==> src/aadc_consts.vh <==
// Constants for the auxiliary converter control block.
`ifndef AADC_CONSTS_VH
`define AADC_CONSTS_VH

// ************************************************************
// Register addresses
// ************************************************************
`define AADC_ADDR_MODE      8'hA7
`define AADC_ADDR_DAC       8'hA8
`define AADC_ADDR_RES1      8'hA9
`define AADC_ADDR_RES2      8'hAA
`define AADC_ADDR_THR       8'hB5

// ************************************************************
// Program block word indices
// ************************************************************
`define AADC_PB_AVG_LOW     4'h0
`define AADC_PB_AVG_HIGH    4'h1
`define AADC_PB_RAMP_STORE  4'hB

// ************************************************************
// Mode register fields
// ************************************************************
`define AADC_MODE_SEL1_LSB  2
`define AADC_MODE_AVG1_LSB  5
`define AADC_MODE_SEL2_LSB  7
`define AADC_MODE_AVG2_LSB  10
`define AADC_SEL_NONE       3'h0

// ************************************************************
// Converter control and data register fields
// ************************************************************
`define AADC_DAC_EN_BIT     15
`define AADC_DAC_CH_LSB     13
`define AADC_DAC_RAMP_BIT   12
`define AADC_THR_CH_BIT     15
`define AADC_THR_HIGH_BIT   14
`define AADC_RES_HIGH_BIT   15
`define AADC_RES_LOW_BIT    14
`define AADC_RESET_VALUE    16'h0000

// ************************************************************
// Widths and timing
// ************************************************************
`define AADC_DW             10
`define AADC_AVG_MAX        4'h8
`define AADC_RAMP_LAST      4'hF
`define AADC_CLK_NS         25
`define AADC_SAMPLE_NS      250000
`define AADC_SAMPLE_CYCLES  (`AADC_SAMPLE_NS / `AADC_CLK_NS)

`endif

==> src/aadc_chan.v <==
// One auxiliary input channel: rolling average and threshold detection.
`timescale 1ns/10ps
`include "aadc_consts.vh"

module aadc_chan (
	input  wire                      clk_in,
	input  wire                      resetn_in,
	input  wire                      ce_in,
	input  wire                      clear_in,
	input  wire                      sample_in,
	input  wire [`AADC_DW-1:0]       data_in,
	input  wire                      avg_en_in,
	input  wire [3:0]                avg_len_in,
	input  wire [`AADC_DW-1:0]       thr_high_in,
	input  wire [`AADC_DW-1:0]       thr_low_in,
	output wire [`AADC_DW-1:0]       result_out,
	output wire                      above_out,
	output wire                      below_out,
	output wire                      event_out
);
	reg  [`AADC_DW-1:0] result_reg;
	reg  [`AADC_DW-1:0] result_next;
	reg                 above_reg;
	reg                 below_reg;
	reg                 event_reg;
	reg  [3:0]          len;
	reg  signed [`AADC_DW:0] diff;
	reg  signed [`AADC_DW:0] step;
	wire                above_now;
	wire                below_now;
	reg  [`AADC_DW-1:0] sync1_reg;
	reg  [`AADC_DW-1:0] sync2_reg;
	reg  [`AADC_DW-1:0] sync3_reg;
	reg  [`AADC_DW-1:0] word_reg;

	assign above_now  = result_reg > thr_high_in;
	assign below_now  = result_reg < thr_low_in;
	assign result_out = result_reg;
	assign above_out  = above_reg;
	assign below_out  = below_reg;
	assign event_out  = event_reg;

	// ************************************************************
	// Averaging
	// ************************************************************
	// Settings above the top useful value are clamped so the shift stays bounded.
	always @* begin
		len = (avg_len_in > `AADC_AVG_MAX) ? `AADC_AVG_MAX : avg_len_in;
		diff = $signed({1'b0, word_reg}) - $signed({1'b0, result_reg});
		step = diff >>> (len + 4'h1);
		result_next = result_reg;
		if (sample_in) begin
			if (avg_en_in)
				result_next = result_reg + step[`AADC_DW-1:0];
			else
				result_next = word_reg;
		end
	end

	always @(posedge clk_in) begin
		if (!resetn_in) begin
			sync1_reg  <= {`AADC_DW{1'b0}};
			sync2_reg  <= {`AADC_DW{1'b0}};
			sync3_reg  <= {`AADC_DW{1'b0}};
			word_reg   <= {`AADC_DW{1'b0}};
			result_reg <= {`AADC_DW{1'b0}};
			above_reg  <= 1'b0;
			below_reg  <= 1'b0;
			event_reg  <= 1'b0;
		end else if (ce_in) begin
			sync1_reg <= data_in;
			sync2_reg <= sync1_reg;
			sync3_reg <= sync2_reg;
			// A converter word is only taken once two captures agree, so a code caught
			// mid-change never reaches the filter.
			if (sync2_reg == sync3_reg)
				word_reg <= sync3_reg;
			if (clear_in) begin
				result_reg <= {`AADC_DW{1'b0}};
				above_reg  <= 1'b0;
				below_reg  <= 1'b0;
				event_reg  <= 1'b0;
			end else begin
				result_reg <= result_next;
				above_reg  <= above_now;
				below_reg  <= below_now;
				event_reg  <= (above_now & ~above_reg) | (below_now & ~below_reg);
			end
		end
	end
endmodule // aadc_chan

==> src/aadc_top.v <==
// Auxiliary converter control: two input channels, four outputs and the ramp.
//
// Operation
// - Each input converts from its selected source
// - Average adds fraction of difference each sample
// - Averaging length resets to zero, max eight
// - Averaging starts from current stored value
// - Thresholds compare averaged or raw result
// - Event on rising high or falling low
// - Result read carries threshold status and data
// - One shared register writes one output each
// - Bit twelve makes output one a ramp
// - Raised cosine profile unless host overwrites it
// - Ramp runs only in transmit mode
// - Powersave: enabled outputs follow their levels, others zero, output one in ramp mode excepted
// - General reset clears all control registers
`timescale 1ns/10ps
`include "aadc_consts.vh"

module aadc_top #(
	parameter SAMPLE_CYCLES = `AADC_SAMPLE_CYCLES
) (
	input  wire                clk_in,
	input  wire                resetn_in,
	input  wire                ce_in,
	input  wire                greset_in,
	input  wire                wr_in,
	input  wire                rd_in,
	input  wire [7:0]          addr_in,
	input  wire [15:0]         wdata_in,
	output wire [15:0]         rdata_out,
	input  wire                prog_wr_in,
	input  wire [3:0]          prog_addr_in,
	input  wire [15:0]         prog_data_in,
	input  wire                tx_mode_in,
	input  wire                powersave_in,
	input  wire [`AADC_DW-1:0] adc1_data_in,
	input  wire [`AADC_DW-1:0] adc2_data_in,
	output wire [2:0]          adc1_select_out,
	output wire [2:0]          adc2_select_out,
	output wire [1:0]          adc_event_out,
	output wire [`AADC_DW-1:0] dac1_out,
	output wire [`AADC_DW-1:0] dac2_out,
	output wire [`AADC_DW-1:0] dac3_out,
	output wire [`AADC_DW-1:0] dac4_out,
	output wire [3:0]          dac_enable_out,
	output wire                ramp_busy_out
);
	// ************************************************************
	// Declarations
	// ************************************************************
	reg  [15:0]         mode_reg;
	reg  [`AADC_DW-1:0] thr_high_reg [0:1];
	reg  [`AADC_DW-1:0] thr_low_reg  [0:1];
	reg  [3:0]          avg_len_reg  [0:1];
	reg  [`AADC_DW-1:0] dac_lvl_reg  [0:3];
	reg  [`AADC_DW-1:0] dac_out_reg  [0:3];
	reg  [3:0]          dac_en_reg;
	reg  [`AADC_DW-1:0] profile_mem  [0:15];
	reg                 user_profile_reg;
	reg  [3:0]          prof_ptr_reg;
	reg                 ramp_mode_reg;
	reg                 ramp_active_reg;
	reg                 ramp_up_reg;
	reg  [3:0]          ramp_idx_reg;
	reg  [3:0]          ramp_rate_reg;
	reg  [3:0]          ramp_div_reg;
	reg  [13:0]         tick_cnt_reg;
	reg                 tick_reg;
	reg  [15:0]         rdata_reg;
	reg  [`AADC_DW-1:0] profile_val;
	wire [`AADC_DW-1:0] res1;
	wire [`AADC_DW-1:0] res2;
	wire                above1;
	wire                above2;
	wire                below1;
	wire                below2;
	wire [1:0]          dac_ch;
	wire                thr_ch;
	integer             i;

	assign adc1_select_out = mode_reg[`AADC_MODE_SEL1_LSB +: 3];
	assign adc2_select_out = mode_reg[`AADC_MODE_SEL2_LSB +: 3];
	assign dac_ch          = wdata_in[`AADC_DAC_CH_LSB +: 2];
	assign thr_ch          = wdata_in[`AADC_THR_CH_BIT];
	assign rdata_out       = rdata_reg;
	assign dac1_out        = dac_out_reg[0];
	assign dac2_out        = dac_out_reg[1];
	assign dac3_out        = dac_out_reg[2];
	assign dac4_out        = dac_out_reg[3];
	assign dac_enable_out  = dac_en_reg;
	assign ramp_busy_out   = ramp_active_reg;

	// ************************************************************
	// Functions
	// ************************************************************
	// Default raised cosine ramp profile, sixteen steps from zero to full scale.
	function [`AADC_DW-1:0] aadc_cosine;
		input [3:0] idx;
		begin
			case (idx)
				4'h0: aadc_cosine = 10'h000;
				4'h1: aadc_cosine = 10'h00B;
				4'h2: aadc_cosine = 10'h02C;
				4'h3: aadc_cosine = 10'h062;
				4'h4: aadc_cosine = 10'h0A9;
				4'h5: aadc_cosine = 10'h100;
				4'h6: aadc_cosine = 10'h161;
				4'h7: aadc_cosine = 10'h1CA;
				4'h8: aadc_cosine = 10'h235;
				4'h9: aadc_cosine = 10'h29E;
				4'hA: aadc_cosine = 10'h2FF;
				4'hB: aadc_cosine = 10'h355;
				4'hC: aadc_cosine = 10'h39D;
				4'hD: aadc_cosine = 10'h3D3;
				4'hE: aadc_cosine = 10'h3F4;
				default: aadc_cosine = 10'h3FF;
			endcase
		end
	endfunction

	// A channel converts only while a real source is routed to it.
	function aadc_active;
		input [2:0] sel;
		begin
			aadc_active = (sel != `AADC_SEL_NONE);
		end
	endfunction

	// Result word: threshold status in the top bits, data in the low bits.
	function [15:0] aadc_result;
		input                hi;
		input                lo;
		input [`AADC_DW-1:0] val;
		begin
			aadc_result = {hi, lo, 4'h0, val};
		end
	endfunction

	always @* begin
		profile_val = user_profile_reg ? profile_mem[ramp_idx_reg] :
			aadc_cosine(ramp_idx_reg);
	end

	// ************************************************************
	// Sample timing
	// ************************************************************
	always @(posedge clk_in) begin
		if (!resetn_in) begin
			tick_cnt_reg <= 14'h0000;
			tick_reg     <= 1'b0;
		end else if (ce_in) begin
			if (tick_cnt_reg == SAMPLE_CYCLES[13:0] - 14'h0001) begin
				tick_cnt_reg <= 14'h0000;
				tick_reg     <= 1'b1;
			end else begin
				tick_cnt_reg <= tick_cnt_reg + 14'h0001;
				tick_reg     <= 1'b0;
			end
		end
	end

	// ************************************************************
	// Input channels
	// ************************************************************
	aadc_chan u_chan1 (
		.clk_in      (clk_in),
		.resetn_in   (resetn_in),
		.ce_in       (ce_in),
		.clear_in    (greset_in),
		.sample_in   (tick_reg & aadc_active(adc1_select_out)),
		.data_in     (adc1_data_in),
		.avg_en_in   (mode_reg[`AADC_MODE_AVG1_LSB +: 2] != 2'h0),
		.avg_len_in  (avg_len_reg[0]),
		.thr_high_in (thr_high_reg[0]),
		.thr_low_in  (thr_low_reg[0]),
		.result_out  (res1),
		.above_out   (above1),
		.below_out   (below1),
		.event_out   (adc_event_out[0])
	);

	aadc_chan u_chan2 (
		.clk_in      (clk_in),
		.resetn_in   (resetn_in),
		.ce_in       (ce_in),
		.clear_in    (greset_in),
		.sample_in   (tick_reg & aadc_active(adc2_select_out)),
		.data_in     (adc2_data_in),
		.avg_en_in   (mode_reg[`AADC_MODE_AVG2_LSB +: 2] != 2'h0),
		.avg_len_in  (avg_len_reg[1]),
		.thr_high_in (thr_high_reg[1]),
		.thr_low_in  (thr_low_reg[1]),
		.result_out  (res2),
		.above_out   (above2),
		.below_out   (below2),
		.event_out   (adc_event_out[1])
	);

	// ************************************************************
	// Register writes, program block and ramp
	// ************************************************************
	// The user profile array is never reset; a flag selects it, so a reset
	// falls back to the built-in profile without clearing sixteen words.
	always @(posedge clk_in) begin
		if (!resetn_in || (ce_in && greset_in)) begin
			mode_reg         <= `AADC_RESET_VALUE;
			dac_en_reg       <= 4'h0;
			user_profile_reg <= 1'b0;
			prof_ptr_reg     <= 4'h0;
			ramp_mode_reg    <= 1'b0;
			ramp_active_reg  <= 1'b0;
			ramp_up_reg      <= 1'b0;
			ramp_idx_reg     <= 4'h0;
			ramp_rate_reg    <= 4'h0;
			ramp_div_reg     <= 4'h0;
			rdata_reg        <= 16'h0000;
			for (i = 0; i < 2; i = i + 1) begin
				thr_high_reg[i] <= {`AADC_DW{1'b0}};
				thr_low_reg[i]  <= {`AADC_DW{1'b0}};
				avg_len_reg[i]  <= 4'h0;
			end
			for (i = 0; i < 4; i = i + 1) begin
				dac_lvl_reg[i] <= {`AADC_DW{1'b0}};
				dac_out_reg[i] <= {`AADC_DW{1'b0}};
			end
		end else if (ce_in) begin
			if (wr_in && addr_in == `AADC_ADDR_MODE)
				mode_reg <= wdata_in;
			if (wr_in && addr_in == `AADC_ADDR_THR) begin
				if (wdata_in[`AADC_THR_HIGH_BIT])
					thr_high_reg[thr_ch] <= wdata_in[`AADC_DW-1:0];
				else
					thr_low_reg[thr_ch] <= wdata_in[`AADC_DW-1:0];
			end
			if (wr_in && addr_in == `AADC_ADDR_DAC) begin
				dac_en_reg[dac_ch] <= wdata_in[`AADC_DAC_EN_BIT];
				if (dac_ch == 2'h0 && wdata_in[`AADC_DAC_RAMP_BIT]) begin
					ramp_mode_reg   <= 1'b1;
					ramp_active_reg <= 1'b1;
					ramp_up_reg     <= wdata_in[`AADC_DAC_EN_BIT];
					ramp_rate_reg   <= wdata_in[3:0];
					ramp_div_reg    <= 4'h0;
					ramp_idx_reg    <= wdata_in[`AADC_DAC_EN_BIT] ? 4'h0 : `AADC_RAMP_LAST;
				end else begin
					dac_lvl_reg[dac_ch] <= wdata_in[`AADC_DW-1:0];
					if (dac_ch == 2'h0) begin
						ramp_mode_reg   <= 1'b0;
						ramp_active_reg <= 1'b0;
					end
				end
			end else if (ramp_active_reg && tx_mode_in && tick_reg) begin
				if (ramp_div_reg == ramp_rate_reg) begin
					ramp_div_reg <= 4'h0;
					if (ramp_up_reg ? ramp_idx_reg == `AADC_RAMP_LAST : ramp_idx_reg == 4'h0)
						ramp_active_reg <= 1'b0;
					else
						ramp_idx_reg <= ramp_up_reg ? ramp_idx_reg + 4'h1 : ramp_idx_reg - 4'h1;
				end else begin
					ramp_div_reg <= ramp_div_reg + 4'h1;
				end
			end
			if (prog_wr_in) begin
				if (prog_addr_in == `AADC_PB_AVG_LOW)
					avg_len_reg[0] <= prog_data_in[3:0];
				if (prog_addr_in == `AADC_PB_AVG_HIGH)
					avg_len_reg[1] <= prog_data_in[3:0];
				if (prog_addr_in == `AADC_PB_RAMP_STORE) begin
					user_profile_reg <= 1'b1;
					prof_ptr_reg     <= prof_ptr_reg + 4'h1;
				end
			end
			// Outputs follow their levels in powersave too; disabled ones sit at zero, except output one in ramp mode.
			for (i = 0; i < 4; i = i + 1)
				dac_out_reg[i] <= dac_en_reg[i] ? dac_lvl_reg[i] : {`AADC_DW{1'b0}};
			if (ramp_mode_reg)
				dac_out_reg[0] <= profile_val;
			if (rd_in) begin
				case (addr_in)
					`AADC_ADDR_RES1: rdata_reg <= aadc_result(above1, below1, res1);
					`AADC_ADDR_RES2: rdata_reg <= aadc_result(above2, below2, res2);
					default:         rdata_reg <= 16'h0000;
				endcase
			end
		end
	end

	always @(posedge clk_in) begin
		if (ce_in && prog_wr_in && prog_addr_in == `AADC_PB_RAMP_STORE)
			profile_mem[prof_ptr_reg] <= prog_data_in[`AADC_DW-1:0];
	end
endmodule // aadc_top

==> config.mk <==
export PLATFORM = sky130hd
export DESIGN_NAME = aadc_top
export DESIGN_NICKNAME = d
export VERILOG_FILES = /design/src/aadc_chan.v /design/src/aadc_top.v
export VERILOG_INCLUDE_DIRS = /design/src
export SDC_FILE = /design/constraint.sdc
export NUM_CORES = 1
export LEC_CHECK = 0
export BUFFER_PORTS_ARGS = -buffer_cell sky130_fd_sc_hd__buf_2
export CAP_MARGIN = 20
export CORE_UTILIZATION = 30
export CTS_CLUSTER_SIZE = 12
export DETAILED_ROUTE_END_ITERATION = 7
export GPL_TIMING_DRIVEN = 0
export PLACE_DENSITY = 0.53
export SLEW_MARGIN = 15
export SYNTH_ARGS = -nofsm -noshare
export SYNTH_HDL_FRONTEND = slang
export SYNTH_HIERARCHICAL = 1
export SYNTH_SLANG_ARGS = --single-unit
==> constraint.sdc <==
create_clock -name clk_in -period 9.9 [get_ports clk_in]
set_input_delay 0.99 -clock clk_in [delete_from_list [all_inputs] [get_ports clk_in]]
set_output_delay 0.99 -clock clk_in [all_outputs]
set_load 0.01 [all_outputs]
==> results.json <==
{
  "crit_type": "reg -> reg",
  "p_leak_nw": 9.970,
  "cp-end-kind": "flop",
  "crit_start": "avg_len_reg[0][3]$_DFFE_PP_",
  "yosys_warnings": 6,
  "rows": 99,
  "fin_nets": 2273,
  "clock.fmax_ghz": 0.1853,
  "core_um2": 73450,
  "cap_violations": 0,
  "track_usage_pct": 15.54,
  "numCtsBuffers": 53,
  "largest_reg_flops": 160,
  "r2r_cells": 19,
  "fin_skew_ns": 0.04829,
  "p_int_mw": 3.403,
  "h-tree-depth": 2,
  "route.detailed.drc": 0,
  "cts_buffer_depth": 3,
  "slowest_delay_ns": 0.46,
  "r2r-end": "u_chan1/result_out[9]$_SDFFE_PN0P_",
  "post-route-period-util_pct": 54.50,
  "power_density_nw_per_um2": 168.4,
  "combPwrFrac_pct": 6.2,
  "antenna_found_initial": 1,
  "grt_pass1_wl_um": 89580,
  "relSlewSlack_pct": 29.10,
  "worst-path-buf-inv": 4,
  "drive_above_1_share_pct": 16.29,
  "post_cts_resize_count": 0,
  "die_x_um": 275.5,
  "crit_chain": "nand2b_1 > buf_1 > inv_2 > ha_1 > clkbuf_1 > clkbuf_1 > a211oi_1 > a211oi_1 > a21oi_1 > o21ai_0 > ha_1 > a211oi_1 > o21ai_0 > nand3_1 > o22ai_1 > o22a_1 > a221oi_2 > mux2i_1 > o311ai_1",
  "synth.avg_cell_area_um2": 11.74,
  "synth-seq-cells": 467,
  "vias": 15300,
  "crit_family": "compound AO/OA/AOI/OAI gates",
  "ctsHoldBuffers": 0,
  "tightest_slew_ns": 1.060,
  "ir_drop_mv": 0.1218,
  "pwr-share-clk_pct": 45.5,
  "worst_hold_slack_ns": 0.4684,
  "p_switching_mw": 1.006,
  "yosysSeqAreaShare_pct": 54.50,
  "root_buffer": "clkbuf_16",
  "multiInputGateArea_um2": 9432,
  "dieArea_um2": 75900,
  "rsz0062_at_grt": "no",
  "hold_depth": 2,
  "arrival_ns": 5.87,
  "slew_viol_final": 0,
  "outcome": "finished, final reports clean",
  "cts_tree": "built",
  "register_area_um2": 12230,
  "cts.reportedPaths.clkPinSlew_ns": 0.06,
  "crit_slowest_cell": "edfxtp_1",
  "min_period_ns": 5.396,
  "dp_hpwl_um": 43980,
  "routed_via_density": 4.925,
  "cp_max_fo": 10,
  "avgRoutedWirePerCell_um": 19.23,
  "critPathCapture": "u_chan1/result_out[9]$_SDFFE_PN0P_",
  "post_cts_buffers": 0,
  "gp_congestion": 0.8318,
  "area_growth_pct": 16.67,
  "grt-ovfl-total": 0,
  "startpoint_type": "flop",
  "required_ns": 10.37,
  "finalHoldViolations": 0,
  "die_h_um": 275.5,
  "timing.rr.start": "avg_len_reg[0][3]$_DFFE_PP_",
  "async_flop_share_pct": 0,
  "netlist_instances": 1911,
  "pwr-share-seq_pct": 48.3,
  "final_core_util_pct": 35.64,
  "drtIter0Drc": 927,
  "hold_path_class": "reg -> reg",
  "totalNegativeSetupSlack_ns": 0,
  "synth_area_um2": 22440,
  "grt_max_degree": 35,
  "crit_path_frequent_cell": "a211oi_1",
  "setup_violations": 0,
  "grt_pass1_vias": 15130,
  "postRouteAntennaNets": 0,
  "synth_edf_count": 288,
  "diodes": 0,
  "portBuffers": 129,
  "p_sw_share_pct": 22.82,
  "start_util_pct": 30.55,
  "routed_wl_um": 59750,
  "cts_sinks": 467,
  "rrSetupSlack_ns": 4.50,
  "dr.pass1.iters": 6,
  "synth_cell_types": 101,
  "ys.flop_type": "edfxtp_1",
  "clock_latency_ns": 0.62,
  "path_depth": 19,
  "ios": 142,
  "place_area_um2": 24380,
  "design_area_um2": 26180,
  "nFillCells": 7233
}
==> worst min-delay path by stage <==
stage	from	end	slack [ns]
3_5_place_dp	ramp_rate_reg[0]$_SDFFE_PP0P_	ramp_rate_reg[0]$_SDFFE_PP0P_	0.46
5_1_grt	ramp_rate_reg[0]$_SDFFE_PP0P_	ramp_rate_reg[0]$_SDFFE_PP0P_	0.48
3_3_place_gp	dac_enable_out[0]$_SDFFE_PP0P_	dac_enable_out[0]$_SDFFE_PP0P_	0.46
4_1_cts	ramp_rate_reg[0]$_SDFFE_PP0P_	ramp_rate_reg[0]$_SDFFE_PP0P_	0.47
6_report	ramp_rate_reg[0]$_SDFFE_PP0P_	ramp_rate_reg[0]$_SDFFE_PP0P_	0.47
2_1_floorplan	ramp_rate_reg[1]$_SDFFE_PP0P_	ramp_rate_reg[1]$_SDFFE_PP0P_	0.45
==> metrics by stage <==
step                      worst slack, ns  total power, mW  instances
after floorplan                     5.687            2.334       1914
after global placement              4.735            2.437       3002
after detailed placement            4.666            2.444       3008
after CTS                           4.647            4.461       3107
after global routing                4.119            4.564       3107
final                               4.504            4.409       3107
==> worst min-delay path: stages (launching register included) <==
cell,delay (ns)
dfxtp_1,0.32
nand2_1,0.05
a21oi_1,0.05
==> cells in the mapped netlist, types with 4 or more instances <==
master    count  area [um2]
mux2_2        7       78.83
clkbuf_1     60       225.2
a21boi_0      5       37.54
buf_4        10       75.07
xnor2_1      52       455.4
a22oi_1      17       127.6
nand3_1      32       160.2
a311oi_1      5       43.79
a21o_1       13       97.59
buf_1         8       30.03
o21a_1       14       105.1
a211oi_1     22       165.2
nand4b_1      4       35.03
o221ai_1      8       70.07
nor3_1       28       140.1
nand2_1      95       356.6
a21oi_1      76       380.4
inv_1       100       375.4
nor2b_1      31       193.9
nand2b_1     28       175.2
dfxtp_1     179        3583
o21ai_0      43       215.2
a31oi_1      11       68.82
o211ai_1      5       37.54
or2_2         7       43.79
o31a_1        4       35.03
xor2_1       22       192.7
ha_1         91        1139
mux2i_1     134        1341
nor4_1        4       25.02
buf_2         9       45.04
o21ai_1       8       40.04
and3_1       48       300.3
mux4_2       48        1081
nand4_1      16       100.1
edfxtp_1    288        8648
nor3b_1       4       30.03
nor2_1      224       840.8
and2_1       49       306.5
o22ai_1       7       43.79
o21bai_1      5       37.54
fa_1          5       100.1
nand3b_1      6       45.04
==> cell usage in the layout, fill, tap and decap left out, drive strengths merged, types with 22 or more instances in the layout <==
master / n
inv: 106
clkbuf: 136
buf: 165
and2: 50
nor3: 29
edfxtp: 288
mux4: 48
ha: 91
o21ai: 54
a211oi: 22
and3: 48
mux2i: 137
nand2: 95
xnor2: 53
dfxtp: 179
nand2b: 28
nor2: 227
nand3: 33
nor2b: 32
xor2: 23
a21oi: 78
==> routing by layer <==
layer / track usage (%) / share of wire [%] / vias to the layer above
met3: 2.679 / 4.9 / 88
met2: 25.46 / 47 / 341
met5: 0 / 0 / -
li1: - / - / 7324
met4: 4.391 / 2.4 / 0
met1: 21.03 / 46 / 7548
==> cells by family after synthesis <==
group,after synthesis,synth area share (%)
other,1,0.01671
AOI/OAI and AO/OA,284,8.614
buffers and inverters,196,3.618
DFF,467,54.50
and+or+nand+nor,597,13.15
xor gates and xnor gates,76,3.033
muxes,194,11.54
adders and majority gates,96,5.520
==> power groups by stage <==
| stage | logic, mW | registers (mW) | clock network [mW] |
|---|---|---|---|
| after floorplan | 0.166 | 2.17 | 0 |
| after global placement | 0.269 | 2.17 | 0 |
| after detailed placement | 0.275 | 2.17 | 0 |
| after CTS | 0.276 | 2.13 | 2.06 |
| after global routing | 0.300 | 2.13 | 2.13 |
| final | 0.274 | 2.13 | 2.01 |
==> area by class of cell <==
| cell class | instances | share of cell area, % |
|---|---|---|
| Multi-Input combinational cell | 1251 | 36.02 |
| Clock inverter | 25 | 1.137 |
| Timing Repair Buffer | 135 | 2.676 |
| Buffer | 92 | 1.610 |
| Tap cell | 959 | 4.583 |
| Sequential cell | 467 | 46.72 |
| Inverter | 104 | 1.491 |
| Clock buffer | 74 | 5.763 |
No activity file was read; power rests on OpenSTA's default activity.
